--- src/verilog/sbst_pkg.sv ---
// sbst_pkg: constants and state type of the serial bus telegram slave
// assumes a 100 MHz mclk and 7-bit ASCII characters on the bus
//
// Contract
// - bit rate 300 to 9600, chosen by switch
// - frame: start, seven data, parity, stop
// - half duplex, but NAK may overlap master
// - never transmits unless addressed and asked
// - answers only own station number 0..31
// - switches set locally, never by telegram
// - STX, station, data, ETX, optional checksum
// - fault-free request answered at once, same format
// - status scan: code bit, two status bytes
// - mode 0 none, 1 parameters, 2 remote too
// - 32-byte receive buffer checked before use; a refused telegram still overwrites words awaiting apply
// - received values applied at next cycle start
// - parameter changes committed to non-volatile storage
// - process data staged at end of cycle
// - traffic timeout clears remote computer standby
package sbst_pkg;
  localparam logic [6:0] CHAR_STX        = 7'h02;
  localparam logic [6:0] CHAR_ETX        = 7'h03;
  localparam logic [6:0] CHAR_NAK        = 7'h15;
  localparam logic [6:0] CHAR_DIG0       = 7'h30;
  localparam logic [6:0] CHAR_DIG9       = 7'h39;
  localparam logic [6:0] CHAR_HEXA       = 7'h41;
  localparam logic [6:0] CHAR_HEXF       = 7'h46;
  localparam logic [6:0] HEX_LETTER_OFS  = 7'h37;
  localparam logic [3:0] HEX_LETTER_ADJ  = 4'h9;
  localparam logic [1:0] STN_MARK        = 2'h2;
  localparam int         STN_MARK_BIT    = 6;
  localparam int         SCAN_BIT        = 5;
  localparam int         CTRL_READ_BIT   = 5;
  localparam int         CTRL_MARK_BIT   = 6;
  localparam logic [5:0] HDR_BYTES       = 6'h03;
  localparam logic [5:0] RXBUF_BYTES     = 6'h20;
  localparam logic [3:0] MAX_WORDS       = 4'h7;
  localparam logic [7:0] ADDR_PARAM_LAST = 8'h5f;
  localparam logic [7:0] ADDR_REM_STATUS = 8'h65;
  localparam logic [7:0] ADDR_REM_OUTPUT = 8'h67;
  localparam logic [7:0] ADDR_STAGE_BASE = 8'h68;
  localparam int         STAGE_AW        = 5;
  localparam int         CB_BIT          = 7;
  localparam logic [1:0] MODE_TX_ONLY    = 2'h0;
  localparam logic [1:0] MODE_PARAM      = 2'h1;
  localparam logic [1:0] MODE_REMOTE     = 2'h2;
  localparam logic       PARITY_ODD      = 1'b0;
  localparam logic [3:0] FRAME_LAST      = 4'h9;
  localparam logic [2:0] BAUD_STEPS      = 3'h5;
  localparam int         CLK_HZ          = 100_000_000;
  localparam int         BAUD_MAX_BPS    = 9600;
  localparam int         BIT_CYCLES_FAST = CLK_HZ / BAUD_MAX_BPS;
  localparam int         TIMEOUT_MS      = 1000;
  localparam int         TIMEOUT_CYCLES  = TIMEOUT_MS * (CLK_HZ / 1000);

  typedef enum logic [6:0] {
    S_IDLE   = 7'h01,
    S_STN    = 7'h02,
    S_BODY   = 7'h04,
    S_BCC    = 7'h08,
    S_DECODE = 7'h10,
    S_REPLY  = 7'h20,
    S_SKIP   = 7'h40
  } sbst_state_type;
endpackage

--- src/verilog/sbst_char_uart.sv ---
// sbst_char_uart: one-character transceiver, 7 data bits plus parity
// assumes rxdPin is raw from the line receiver; txStart is a mclk pulse
`timescale 1ns/1ps
module sbst_char_uart #(
  parameter int BIT_CYCLES = sbst_pkg::BIT_CYCLES_FAST
) (
  input  wire logic       mclk,
  input  wire logic       nrst,
  input  wire logic [2:0] baudSelect,
  input  wire logic       rxdPin,
  output logic            rxValid,
  output logic [6:0]      rxChar,
  output logic            rxErr,
  input  wire logic       txStart,
  input  wire logic [6:0] txChar,
  output logic            txBusy,
  output logic            txdPin
);
  import sbst_pkg::*;
  localparam int CW = $clog2(BIT_CYCLES * 32 + 1);

  logic [CW-1:0] bitLen;
  logic [2:0]    shiftAmt;
  logic          rxMeta_q, rxSync_q;
  logic          rxAct_q, rxAct_d, rxValid_q, rxValid_d, rxErr_q, rxErr_d;
  logic [CW-1:0] rxCnt_q, rxCnt_d, txCnt_q, txCnt_d;
  logic [3:0]    rxBit_q, rxBit_d, txBit_q, txBit_d;
  logic [7:0]    rxSh_q, rxSh_d;
  logic [6:0]    rxChar_q, rxChar_d;
  logic          txAct_q, txAct_d, txd_q, txd_d;
  logic [9:0]    txSh_q, txSh_d;

  // slowest rate is the fastest one halved five times
  assign shiftAmt = (baudSelect > BAUD_STEPS) ? 3'h0 : BAUD_STEPS - baudSelect;
  assign bitLen   = CW'(BIT_CYCLES) << shiftAmt;
  assign rxValid  = rxValid_q;
  assign rxChar   = rxChar_q;
  assign rxErr    = rxErr_q;
  assign txBusy   = txAct_q;
  assign txdPin   = txd_q;

  always_comb begin
    rxAct_d   = rxAct_q;
    rxCnt_d   = rxCnt_q;
    rxBit_d   = rxBit_q;
    rxSh_d    = rxSh_q;
    rxValid_d = 1'b0;
    rxErr_d   = rxErr_q;
    rxChar_d  = rxChar_q;
    if (!rxAct_q) begin
      if (!rxSync_q) begin
        rxAct_d = 1'b1;
        rxCnt_d = bitLen >> 1;
        rxBit_d = 4'h0;
      end
    end else if (rxCnt_q != '0) begin
      rxCnt_d = rxCnt_q - 1'b1;
    end else begin
      rxCnt_d = bitLen - 1'b1;
      rxBit_d = rxBit_q + 4'h1;
      if (rxBit_q == 4'h0) begin
        // a glitch shorter than half a bit is not a start bit
        rxAct_d = !rxSync_q;
      end else if (rxBit_q == FRAME_LAST) begin
        rxAct_d   = 1'b0;
        rxValid_d = 1'b1;
        rxChar_d  = rxSh_q[6:0];
        rxErr_d   = !rxSync_q || ((^rxSh_q) != PARITY_ODD);
      end else begin
        rxSh_d = {rxSync_q, rxSh_q[7:1]};
      end
    end
  end

  always_comb begin
    txAct_d = txAct_q;
    txSh_d  = txSh_q;
    txCnt_d = txCnt_q;
    txBit_d = txBit_q;
    if (!txAct_q) begin
      if (txStart) begin
        txAct_d = 1'b1;
        txSh_d  = {1'b1, (^txChar) ^ PARITY_ODD, txChar, 1'b0};
        txCnt_d = bitLen - 1'b1;
        txBit_d = 4'h0;
      end
    end else if (txCnt_q != '0) begin
      txCnt_d = txCnt_q - 1'b1;
    end else begin
      txSh_d  = {1'b1, txSh_q[9:1]};
      txCnt_d = bitLen - 1'b1;
      txBit_d = txBit_q + 4'h1;
      txAct_d = (txBit_q != FRAME_LAST);
    end
    txd_d = txAct_d ? txSh_d[0] : 1'b1;
  end

  always_ff @(posedge mclk or negedge nrst) begin
    if (!nrst) begin
      rxMeta_q  <= 1'b1;
      rxSync_q  <= 1'b1;
      rxAct_q   <= 1'b0;
      rxCnt_q   <= '0;
      rxBit_q   <= 4'h0;
      rxSh_q    <= 8'h00;
      rxValid_q <= 1'b0;
      rxErr_q   <= 1'b0;
      rxChar_q  <= 7'h00;
      txAct_q   <= 1'b0;
      txSh_q    <= 10'h3ff;
      txCnt_q   <= '0;
      txBit_q   <= 4'h0;
      txd_q     <= 1'b1;
    end else begin
      rxMeta_q  <= rxdPin;
      rxSync_q  <= rxMeta_q;
      rxAct_q   <= rxAct_d;
      rxCnt_q   <= rxCnt_d;
      rxBit_q   <= rxBit_d;
      rxSh_q    <= rxSh_d;
      rxValid_q <= rxValid_d;
      rxErr_q   <= rxErr_d;
      rxChar_q  <= rxChar_d;
      txAct_q   <= txAct_d;
      txSh_q    <= txSh_d;
      txCnt_q   <= txCnt_d;
      txBit_q   <= txBit_d;
      txd_q     <= txd_d;
    end
  end
endmodule

--- src/verilog/sbst_telegram_slave.sv ---
// sbst_telegram_slave: passive station on a multi-drop ASCII telegram bus
// assumes switch pins and standbyInput are asynchronous; cycle strobes,
// staging writes and parameter reads come from logic on mclk
`timescale 1ns/1ps
module sbst_telegram_slave #(
  parameter int BIT_CYCLES     = sbst_pkg::BIT_CYCLES_FAST,
  parameter int TIMEOUT_CYCLES = sbst_pkg::TIMEOUT_CYCLES,
  parameter int STAGE_AW       = sbst_pkg::STAGE_AW
) (
  input  wire logic                mclk,
  input  wire logic                nrst,
  input  wire logic                rxdPin,
  output logic                     txdPin,
  output logic                     txdDrive,
  input  wire logic [2:0]          baudSelectSwitch,
  input  wire logic [1:0]          interfaceModeSwitch,
  input  wire logic [4:0]          stationNumberSwitch,
  input  wire logic                timeoutSelectSwitch,
  input  wire logic                checksumSwitch,
  input  wire logic                standbyInput,
  input  wire logic [6:0]          statusByteOne,
  input  wire logic [6:0]          statusByteTwo,
  input  wire logic                cycleStart,
  input  wire logic                cycleEnd,
  input  wire logic                stageWrValid,
  input  wire logic [STAGE_AW-1:0] stageWrAddr,
  input  wire logic [15:0]         stageWrData,
  output logic [7:0]               paramRdAddr,
  input  wire logic [15:0]         paramRdData,
  output logic                     applyValid,
  output logic [7:0]               applyAddr,
  output logic [15:0]              applyData,
  output logic                     nvCommit,
  output logic                     computerStandby,
  output logic                     remoteComputerStandby
);
  import sbst_pkg::*;
  localparam int TW = $clog2(TIMEOUT_CYCLES + 1);

  logic [12:0]    swMeta_q, swSync_q;
  logic [1:0]     swMode;
  logic [4:0]     swStn;
  logic [2:0]     swBaud;
  logic           swTo, swCk, swCb;
  logic           rxValid, rxErr, txStart, txBusy;
  logic [6:0]     rxChar, txChar;
  sbst_state_type state_q, state_d;
  logic [5:0]     len_q, len_d, idx_q, idx_d, repK_q, repK_d, pos, bodyLen, lastK;
  logic [6:0]     bcc_q, bcc_d, txBcc_q, txBcc_d, ctrl_q, ctrl_d, bufChar;
  logic           err_q, err_d, scan_q, scan_d, nak_q, nak_d;
  logic [7:0]     base_q, base_d, rdAddr, stageOff;
  logic [15:0]    acc_q, acc_d, rdWord, rdShift;
  logic [4:0]     hv;
  logic [3:0]     cnt;
  logic           bufWe, wordWe, finalize, bad, pendSet, msgOk, cbWrite;
  logic [6:0]     rxBuf [0:31];
  logic [15:0]    words [0:7];
  logic [15:0]    stage [0:(2 << STAGE_AW) - 1];
  logic           bank_q, pend_q, pend_d, applying_q, applying_d, remCb_q, remCb_d;
  logic [2:0]     aIdx_q, aIdx_d;
  logic [3:0]     aCnt_q, aCnt_d;
  logic [7:0]     aBase_q, aBase_d, applyAddr_q, applyAddr_d;
  logic [15:0]    applyData_q, applyData_d;
  logic           applyValid_q, applyValid_d, nvCommit_q, nvCommit_d, cbOut_q;
  logic [TW-1:0]  toCnt_q, toCnt_d;

  function automatic logic [4:0] hexVal(input logic [6:0] c);
    if (c >= CHAR_DIG0 && c <= CHAR_DIG9) hexVal = {1'b1, c[3:0]};
    else if (c >= CHAR_HEXA && c <= CHAR_HEXF) hexVal = {1'b1, c[3:0] + HEX_LETTER_ADJ};
    else hexVal = 5'h00;
  endfunction

  function automatic logic [6:0] hexChar(input logic [3:0] n);
    hexChar = (n > HEX_LETTER_ADJ) ? {3'h0, n} + HEX_LETTER_OFS : {3'h0, n} + CHAR_DIG0;
  endfunction

  // what each interface mode lets a telegram write
  function automatic logic writeAllowed(input logic [1:0] m, input logic [7:0] a);
    writeAllowed = ((m == MODE_PARAM || m == MODE_REMOTE) && a <= ADDR_PARAM_LAST)
                || (m == MODE_REMOTE && a >= ADDR_REM_STATUS && a <= ADDR_REM_OUTPUT);
  endfunction

  // switches are read only through this synchroniser; no telegram path writes them
  always_ff @(posedge mclk or negedge nrst) begin
    if (!nrst) begin
      swMeta_q <= 13'h0000;
      swSync_q <= 13'h0000;
    end else begin
      swMeta_q <= {interfaceModeSwitch, stationNumberSwitch, baudSelectSwitch,
                   timeoutSelectSwitch, checksumSwitch, standbyInput};
      swSync_q <= swMeta_q;
    end
  end
  assign {swMode, swStn, swBaud, swTo, swCk, swCb} = swSync_q;

  sbst_char_uart #(.BIT_CYCLES(BIT_CYCLES)) uart (
    .mclk       (mclk),
    .nrst       (nrst),
    .baudSelect (swBaud),
    .rxdPin     (rxdPin),
    .rxValid    (rxValid),
    .rxChar     (rxChar),
    .rxErr      (rxErr),
    .txStart    (txStart),
    .txChar     (txChar),
    .txBusy     (txBusy),
    .txdPin     (txdPin)
  );
  assign txdDrive = txBusy;

  // read source: staged process data in the 32 words from the stage base on, live parameters elsewhere
  // a reply steps through the read words by character, decoding by buffer byte
  assign pos      = (state_q == S_REPLY) ? repK_q - 6'h02 : idx_q - HDR_BYTES;
  assign bufChar  = rxBuf[idx_q[4:0]];
  assign hv       = hexVal(bufChar);
  assign cnt      = ctrl_q[3:0];
  assign rdAddr   = base_q + {5'h00, pos[4:2]};
  assign stageOff = rdAddr - ADDR_STAGE_BASE;
  assign paramRdAddr = rdAddr;
  assign rdWord   = (rdAddr >= ADDR_STAGE_BASE && stageOff < 8'(1 << STAGE_AW))
                  ? stage[{bank_q, stageOff[STAGE_AW-1:0]}] : paramRdData;
  assign rdShift  = rdWord >> {~pos[1:0], 2'b00};
  assign bodyLen  = nak_q ? 6'h00 : scan_q ? 6'h02
                  : ctrl_q[CTRL_READ_BIT] ? {cnt, 2'b00} : 6'h00;
  assign lastK    = nak_q ? 6'h00 : bodyLen + 6'h02 + {5'h00, swCk};

  always_comb begin
    if (nak_q) txChar = CHAR_NAK;
    else if (repK_q == 6'h00) txChar = CHAR_STX;
    else if (repK_q == 6'h01) txChar = {STN_MARK, swStn};
    else if (repK_q < bodyLen + 6'h02) begin
      if (scan_q) txChar = (repK_q == 6'h02) ? statusByteOne : statusByteTwo;
      else txChar = hexChar(rdShift[3:0]);
    end else if (repK_q == bodyLen + 6'h02) txChar = CHAR_ETX;
    else txChar = txBcc_q;
  end

  always_comb begin
    state_d  = state_q;
    len_d    = len_q;
    idx_d    = idx_q;
    bcc_d    = bcc_q;
    err_d    = err_q;
    scan_d   = scan_q;
    nak_d    = nak_q;
    ctrl_d   = ctrl_q;
    base_d   = base_q;
    acc_d    = acc_q;
    repK_d   = repK_q;
    txBcc_d  = txBcc_q;
    bufWe    = 1'b0;
    wordWe   = 1'b0;
    finalize = 1'b0;
    bad      = 1'b0;
    txStart  = 1'b0;
    case (state_q)
      S_IDLE, S_SKIP: begin
        if (rxValid && !rxErr && rxChar == CHAR_STX) begin
          state_d = S_STN;
          len_d   = 6'h00;
          err_d   = 1'b0;
        end
      end
      S_STN: begin
        if (rxValid) begin
          // a foreign or garbled address is not ours to answer
          if (!rxErr && rxChar[STN_MARK_BIT] && rxChar[4:0] == swStn) begin
            state_d = S_BODY;
            scan_d  = rxChar[SCAN_BIT];
            bcc_d   = rxChar;
          end else begin
            state_d = S_SKIP;
          end
        end
      end
      S_BODY: begin
        if (rxValid) begin
          if (rxErr) begin
            // reject at once, even while the master is still sending
            nak_d   = 1'b1;
            repK_d  = 6'h00;
            state_d = S_REPLY;
          end else if (rxChar == CHAR_ETX) begin
            bcc_d   = bcc_q ^ rxChar;
            idx_d   = 6'h00;
            state_d = swCk ? S_BCC : S_DECODE;
          end else if (len_q == RXBUF_BYTES) begin
            err_d = 1'b1;
          end else begin
            bufWe = 1'b1;
            len_d = len_q + 6'h01;
            bcc_d = bcc_q ^ rxChar;
          end
        end
      end
      S_BCC: begin
        if (rxValid) begin
          err_d   = err_q || rxErr || rxChar != bcc_q;
          state_d = S_DECODE;
        end
      end
      S_DECODE: begin
        if (!scan_q && idx_q < len_q) begin
          idx_d = idx_q + 6'h01;
          if (idx_q == 6'h00) begin
            ctrl_d = bufChar;
            err_d  = err_q || !bufChar[CTRL_MARK_BIT];
          end else begin
            err_d = err_q || !hv[4];
            if (idx_q == 6'h01) base_d[7:4] = hv[3:0];
            else if (idx_q == 6'h02) base_d[3:0] = hv[3:0];
            else begin
              acc_d  = {acc_q[11:0], hv[3:0]};
              wordWe = (pos[1:0] == 2'b11);
            end
          end
        end else begin
          finalize = 1'b1;
          if (scan_q) bad = err_q || len_q != 6'h00;
          else if (ctrl_q[CTRL_READ_BIT]) bad = err_q || len_q != HDR_BYTES;
          else bad = err_q || len_q != HDR_BYTES + {cnt, 2'b00} || pend_q || applying_q
                  || !writeAllowed(swMode, base_q)
                  || !writeAllowed(swMode, base_q + {4'h0, cnt} - 8'h01);
          bad     = bad || (!scan_q && (cnt == 4'h0 || cnt > MAX_WORDS));
          nak_d   = bad;
          repK_d  = 6'h00;
          txBcc_d = 7'h00;
          state_d = S_REPLY;
        end
      end
      S_REPLY: begin
        if (!txBusy) begin
          txStart = 1'b1;
          repK_d  = repK_q + 6'h01;
          if (repK_q != 6'h00) txBcc_d = txBcc_q ^ txChar;
          if (repK_q == lastK) begin
            state_d = S_IDLE;
            nak_d   = 1'b0;
          end
        end
      end
      default: state_d = S_IDLE;
    endcase
  end

  assign pendSet = finalize && !bad && !scan_q && !ctrl_q[CTRL_READ_BIT];
  assign msgOk   = finalize && !bad;

  always_ff @(posedge mclk or negedge nrst) begin
    if (!nrst) begin
      state_q <= S_IDLE;
      len_q   <= 6'h00;
      idx_q   <= 6'h00;
      bcc_q   <= 7'h00;
      err_q   <= 1'b0;
      scan_q  <= 1'b0;
      nak_q   <= 1'b0;
      ctrl_q  <= 7'h00;
      base_q  <= 8'h00;
      acc_q   <= 16'h0000;
      repK_q  <= 6'h00;
      txBcc_q <= 7'h00;
    end else begin
      state_q <= state_d;
      len_q   <= len_d;
      idx_q   <= idx_d;
      bcc_q   <= bcc_d;
      err_q   <= err_d;
      scan_q  <= scan_d;
      nak_q   <= nak_d;
      ctrl_q  <= ctrl_d;
      base_q  <= base_d;
      acc_q   <= acc_d;
      repK_q  <= repK_d;
      txBcc_q <= txBcc_d;
    end
  end

  // memories carry no reset; rxBuf and words entries are written before read, a stage entry may be read unwritten
  always_ff @(posedge mclk) begin
    if (bufWe) rxBuf[len_q[4:0]] <= rxChar;
    if (wordWe) words[pos[4:2]] <= acc_d;
    if (stageWrValid) stage[{~bank_q, stageWrAddr}] <= stageWrData;
  end

  // received words reach the controller only from the next cycle start on
  always_comb begin
    pend_d       = pend_q || pendSet;
    applying_d   = applying_q;
    aIdx_d       = aIdx_q;
    aCnt_d       = aCnt_q;
    aBase_d      = aBase_q;
    applyValid_d = 1'b0;
    applyAddr_d  = applyAddr_q;
    applyData_d  = applyData_q;
    nvCommit_d   = 1'b0;
    remCb_d      = remCb_q;
    cbWrite      = 1'b0;
    toCnt_d      = toCnt_q + 1'b1;
    if (pendSet) begin
      aBase_d = base_q;
      aCnt_d  = cnt;
    end
    if (pend_q && !applying_q && cycleStart) begin
      pend_d     = 1'b0;
      applying_d = 1'b1;
      aIdx_d     = 3'h0;
    end
    if (applying_q) begin
      applyValid_d = 1'b1;
      applyAddr_d  = aBase_q + {5'h00, aIdx_q};
      applyData_d  = words[aIdx_q];
      nvCommit_d   = applyAddr_d <= ADDR_PARAM_LAST;
      aIdx_d       = aIdx_q + 3'h1;
      applying_d   = ({1'b0, aIdx_q} != aCnt_q - 4'h1);
      cbWrite      = applyAddr_d == ADDR_REM_STATUS;
    end
    if (!swTo || msgOk) toCnt_d = '0;
    else if (toCnt_q == TW'(TIMEOUT_CYCLES - 1)) begin
      toCnt_d = '0;
      remCb_d = 1'b0;
    end
    // a standby write in the same cycle wins over the timeout
    if (cbWrite) remCb_d = applyData_d[CB_BIT];
  end

  always_ff @(posedge mclk or negedge nrst) begin
    if (!nrst) begin
      pend_q       <= 1'b0;
      applying_q   <= 1'b0;
      aIdx_q       <= 3'h0;
      aCnt_q       <= 4'h0;
      aBase_q      <= 8'h00;
      applyValid_q <= 1'b0;
      applyAddr_q  <= 8'h00;
      applyData_q  <= 16'h0000;
      nvCommit_q   <= 1'b0;
      remCb_q      <= 1'b0;
      toCnt_q      <= '0;
      bank_q       <= 1'b0;
      cbOut_q      <= 1'b0;
    end else begin
      pend_q       <= pend_d;
      applying_q   <= applying_d;
      aIdx_q       <= aIdx_d;
      aCnt_q       <= aCnt_d;
      aBase_q      <= aBase_d;
      applyValid_q <= applyValid_d;
      applyAddr_q  <= applyAddr_d;
      applyData_q  <= applyData_d;
      nvCommit_q   <= nvCommit_d;
      remCb_q      <= remCb_d;
      toCnt_q      <= toCnt_d;
      bank_q       <= bank_q ^ cycleEnd;
      cbOut_q      <= swCb || remCb_q;
    end
  end

  assign applyValid            = applyValid_q;
  assign applyAddr             = applyAddr_q;
  assign applyData             = applyData_q;
  assign nvCommit              = nvCommit_q;
  assign computerStandby       = cbOut_q;
  assign remoteComputerStandby = remCb_q;
endmodule

--- config.mk ---
export PLATFORM = sky130hd
export DESIGN_NAME = sbst_telegram_slave
export DESIGN_NICKNAME = d
export VERILOG_FILES = /design/src/verilog/sbst_pkg.sv /design/src/verilog/sbst_char_uart.sv /design/src/verilog/sbst_telegram_slave.sv
export SDC_FILE = /design/constraint.sdc
export NUM_CORES = 2
export LEC_CHECK = 0
export ABC_AREA = 1
export ABC_CLOCK_PERIOD_IN_PS = 6440
export BUFFER_PORTS_ARGS = -buffer_cell sky130_fd_sc_hd__buf_4
export CORE_AREA = 2 2 376 378
export DETAILED_ROUTE_END_ITERATION = 10
export DIE_AREA = 0 0 378 380
export PLACE_DENSITY_LB_ADDON = 0.12
export SYNTH_ARGS = -nofsm -noshare
export SYNTH_HDL_FRONTEND = slang
export SYNTH_SLANG_ARGS = --single-unit
--- constraint.sdc ---
create_clock -name mclk -period 6.44 [get_ports mclk]
set_input_delay 0.644 -clock mclk [delete_from_list [all_inputs] [get_ports mclk]]
set_output_delay 0.644 -clock mclk [all_outputs]
set_load 0.005 [all_outputs]
==> reports/results.ini <==
[outcome]
run_status=complete, no violations

[logic_synthesis]
yosys.area.top_type_share_pct=59.53
post_synthesis_sequential_area_ratio_pct=68.50
synth.largest_area_cell=sky130_fd_sc_hd__edfxtp_1
synth.most_common_cell=sky130_fd_sc_hd__nand2_1
synth_nets=6418
synth-main-ff-cell=sky130_fd_sc_hd__edfxtp_1
ys_seq_elements=1624
synth_enable_flop_cells=1376
ys.warnings.count=0
area_of_the_mapped_netlist_um2=69410
netlist_top_cells_area=sky130_fd_sc_hd__edfxtp_1 60%, sky130_fd_sc_hd__nand2_1 9.0%, sky130_fd_sc_hd__dfrtp_1 8.4%, sky130_fd_sc_hd__nand3_1 7.3%, sky130_fd_sc_hd__nor2_1 2.4%
synth-async-reset-ratio_pct=15.27
synthesis.area_per_instance_um2=11.06
synthDistinctLibCells=67
synth_commonest_cells=1668 x sky130_fd_sc_hd__nand2_1, 1376 x sky130_fd_sc_hd__edfxtp_1, 1017 x sky130_fd_sc_hd__nand3_1
synthCells=6277

[cts]
clk_latency_ps=800
clkSlewWorstSetupHoldPaths_ps=60
clock_sink_count=1624
clock_tree.htree_level_count=4
cts_buffer_depth=3
number_of_buffers_inserted_during_clock_tree_synthesis=171
cts.repair_timing.setup_buffer_count=0
ctsRootBufferMaster=sky130_fd_sc_hd__clkbuf_16
tritoncts=done

[critical_path]
cp.arrival_ps=6730
timing.reg2reg.setup_slack_ps=420
timing_worst_setup_path_type=flop to flop
end_kind=flop
reg2reg_from=state_q[0]
timing.rr.end=uart.txSh_q[8]
reg2regPathDepth=37
timing.critical_path.mode_cell=sky130_fd_sc_hd__nand2_1
cp.required_ps=7150
critPathSlowestCell=sky130_fd_sc_hd__dfstp_2
cp-start-kind=flop
worst-path-max-fanout=41
worst_path_largest_cell_delay_ps=540

[hold_path]
worst_min_delay_path_class=input port to flop
hp-start=cycleEnd
min_path_cells=2
hold-path-endpoint=bank_q

[power_and_ir_drop]
leakage_nw=28.49
pwr_density_cell_nw_per_um2=273.0
vdd_drop_max_mv=0.2396

[timing]
setup_violations=0
timing_worst_slew_pin_value_ps=1122
slew_violations=0
relSlewSlack_pct=24.89
final.setup_skew_ps=19.71
worst_hold_slack_ps=87.38
count_of_endpoints_failing_hold_in_the_final_timing_report=0
max_clock_freq_mhz=166.1
setup-tns-final_ps=0
min_period_ps=6019
rsz_0062_raised_after_global_routing=no
post-route-period-util_pct=93.47

[place]
place.detailed.instances=8114
dp_hpwl_um=114000
port_buffers=107
gp_routability_congestion=0.8971

[routing]
routed-via-count=47740
number_of_remaining_drc_errors=0
initialDrtViolationCount=4603
wirelength_um=188900
ant_nets=0
detail_route.vias_per_cell=5.654
drt-pass1-iter-count=6
routedWlPerCell_um=22.37

[layout]
syn_to_final_growth_pct=13.03
final_util_pct=56.36
layoutNonFillerInstCount=8442
layout.filler_cells=11850
layout.nets=6569
drive_gt1_share_pct=8.986
n_antenna_cell=0

[floorplanning]
start_util_pct=49.86
chip_width_um=378
fp.coreArea_um2=139200
placementRows=137
die_h_um=380
num_io_pins=108
design.die.area_um2=143600

[global_route]
first_global_vias=46040
grt_util_all_layers_pct=26.10
grt_max_degree=154
grt_overflow_total=0
grt_first_pass_wirelength_um=285700
initial_antenna_violation_count=1

[run]
drv.max_cap_violation_count=0

[logic make-up (layout without fill, tap and decap cells)]
family / Yosys count / count (layout) / share of synthesized area [%]
AO/OA/AOI/OAI: 607 / 607 / 5.172
XOR/XNOR: 85 / 85 / 1.073
adder cells (fa/ha/maj): 71 / 71 / 1.312
buffers and inverters: 605 / 894 / 3.692
flip-flops: 1624 / 1624 / 68.50
multiplexers: 11 / 11 / 0.1677
AND/OR/NAND/NOR: 3274 / 3274 / 20.08
[flip-flops by register name, summed over array words and instances, names as in the netlist, 8 cells and up]
| name | count |
|---|---|
| aBase_q | 8 |
| acc_q | 16 |
| applyAddr | 8 |
| applyData | 16 |
| base_q | 8 |
| rxBuf | 224 |
| stage | 1024 |
| swMeta_q | 13 |
| swSync_q | 13 |
| toCnt_q | 27 |
| uart.rxCnt_q | 19 |
| uart.rxSh_q | 8 |
| uart.txCnt_q | 19 |
| uart.txSh_q | 10 |
| words | 128 |
[what timing repair did]
action,in CTS,in global routing
resized for setup,0,12
endpoints found under the setup margin,0,10
endpoints found under the hold margin,108,0
hold buffers,15,0
[metrics by stage]
stage,total power (W),instance area [um^2],setup WS [ps]
after global routing,0.02203,78450,17.03
after global placement,0.01215,72870,306.7
after CTS,0.02159,78340,187.3
final,0.02142,78450,420.7
after floorplan,0.01185,69410,1029
after detailed placement,0.01216,72870,201.4
[worst max-delay path, delay by kind of cell (launching register included)]
| kind | cells | cell delay [ps] |
|---|---|---|
| AO/OA/AOI/OAI | 2 | 470 |
| XOR/XNOR | 1 | 240 |
| adder cells (fa/ha/maj) | 3 | 940 |
| buffers and inverters | 6 | 1060 |
| flip-flops | 1 | 540 |
| AND/OR/NAND/NOR | 25 | 2590 |
[how the worst max path moves through the flow]
stage,cells past startpoint,to,start,slack (ps)
finish,37,uart.txSh_q[8],state_q[0],420
global route,39,uart.txSh_q[8],state_q[1],20
CTS,37,uart.txSh_q[8],state_q[1],190
detailed placement,37,uart.txSh_q[8],state_q[1],200
global placement,37,uart.txSh_q[8],state_q[3],310
floorplan,39,uart.txSh_q[8],idx_q[0],1030
[where the power goes]
part | switching (W) | internal, W
logic | 0.000352 | 0.0000991
registers | 0.0000441 | 0.0115
clock network | 0.00408 | 0.00539
[area by class of cell]
class / count / area (um^2) / area share (%)
flip-flops and latches: 1624 / 47550 / 60.61
multi-input cells: 4048 / 19440 / 24.77
clock buffers: 231 / 4577 / 5.834
repair buffers: 308 / 2748 / 3.502
well taps: 1876 / 2347 / 2.992
inverters: 275 / 1056 / 1.346
clock inverters: 80 / 742.0 / 0.9458
[metal layers]
layer  GRT usage, %  part of all wire [%]
met4          7.666                   2.7
met2          42.88                    49
met3          4.217                   6.6
met1          35.88                    42
met5              0                     0
[cells in the final DEF (no fill, tap or decap), types with 6 or more instances in the layout]
cell type,instances
sky130_fd_sc_hd__clkinv_2,19
sky130_fd_sc_hd__dlygate4sd3_1,15
sky130_fd_sc_hd__o21ai_0,309
sky130_fd_sc_hd__a211oi_1,7
sky130_fd_sc_hd__nand2_2,10
sky130_fd_sc_hd__o221ai_1,58
sky130_fd_sc_hd__clkinv_1,44
sky130_fd_sc_hd__bufinv_16,10
sky130_fd_sc_hd__nor3_1,45
sky130_fd_sc_hd__o22ai_1,59
sky130_fd_sc_hd__buf_4,260
sky130_fd_sc_hd__xnor2_1,20
sky130_fd_sc_hd__o211ai_1,35
sky130_fd_sc_hd__clkbuf_16,175
sky130_fd_sc_hd__inv_1,262
sky130_fd_sc_hd__nor3b_1,8
sky130_fd_sc_hd__dfstp_2,14
sky130_fd_sc_hd__dfrtp_1,232
sky130_fd_sc_hd__a21oi_1,83
sky130_fd_sc_hd__nand4_1,27
sky130_fd_sc_hd__buf_12,24
sky130_fd_sc_hd__a31oi_1,9
sky130_fd_sc_hd__nand3b_1,8
sky130_fd_sc_hd__nor4_1,11
sky130_fd_sc_hd__ha_1,66
sky130_fd_sc_hd__nor4_2,11
sky130_fd_sc_hd__xor2_1,63
sky130_fd_sc_hd__nand2_1,1666
sky130_fd_sc_hd__nand3_1,1017
sky130_fd_sc_hd__mux2i_1,6
sky130_fd_sc_hd__nor2_1,446
sky130_fd_sc_hd__a22oi_1,6
sky130_fd_sc_hd__clkinv_8,8
sky130_fd_sc_hd__clkbuf_1,55
sky130_fd_sc_hd__edfxtp_1,1376
No activity file was read; power rests on OpenSTA's default activity.
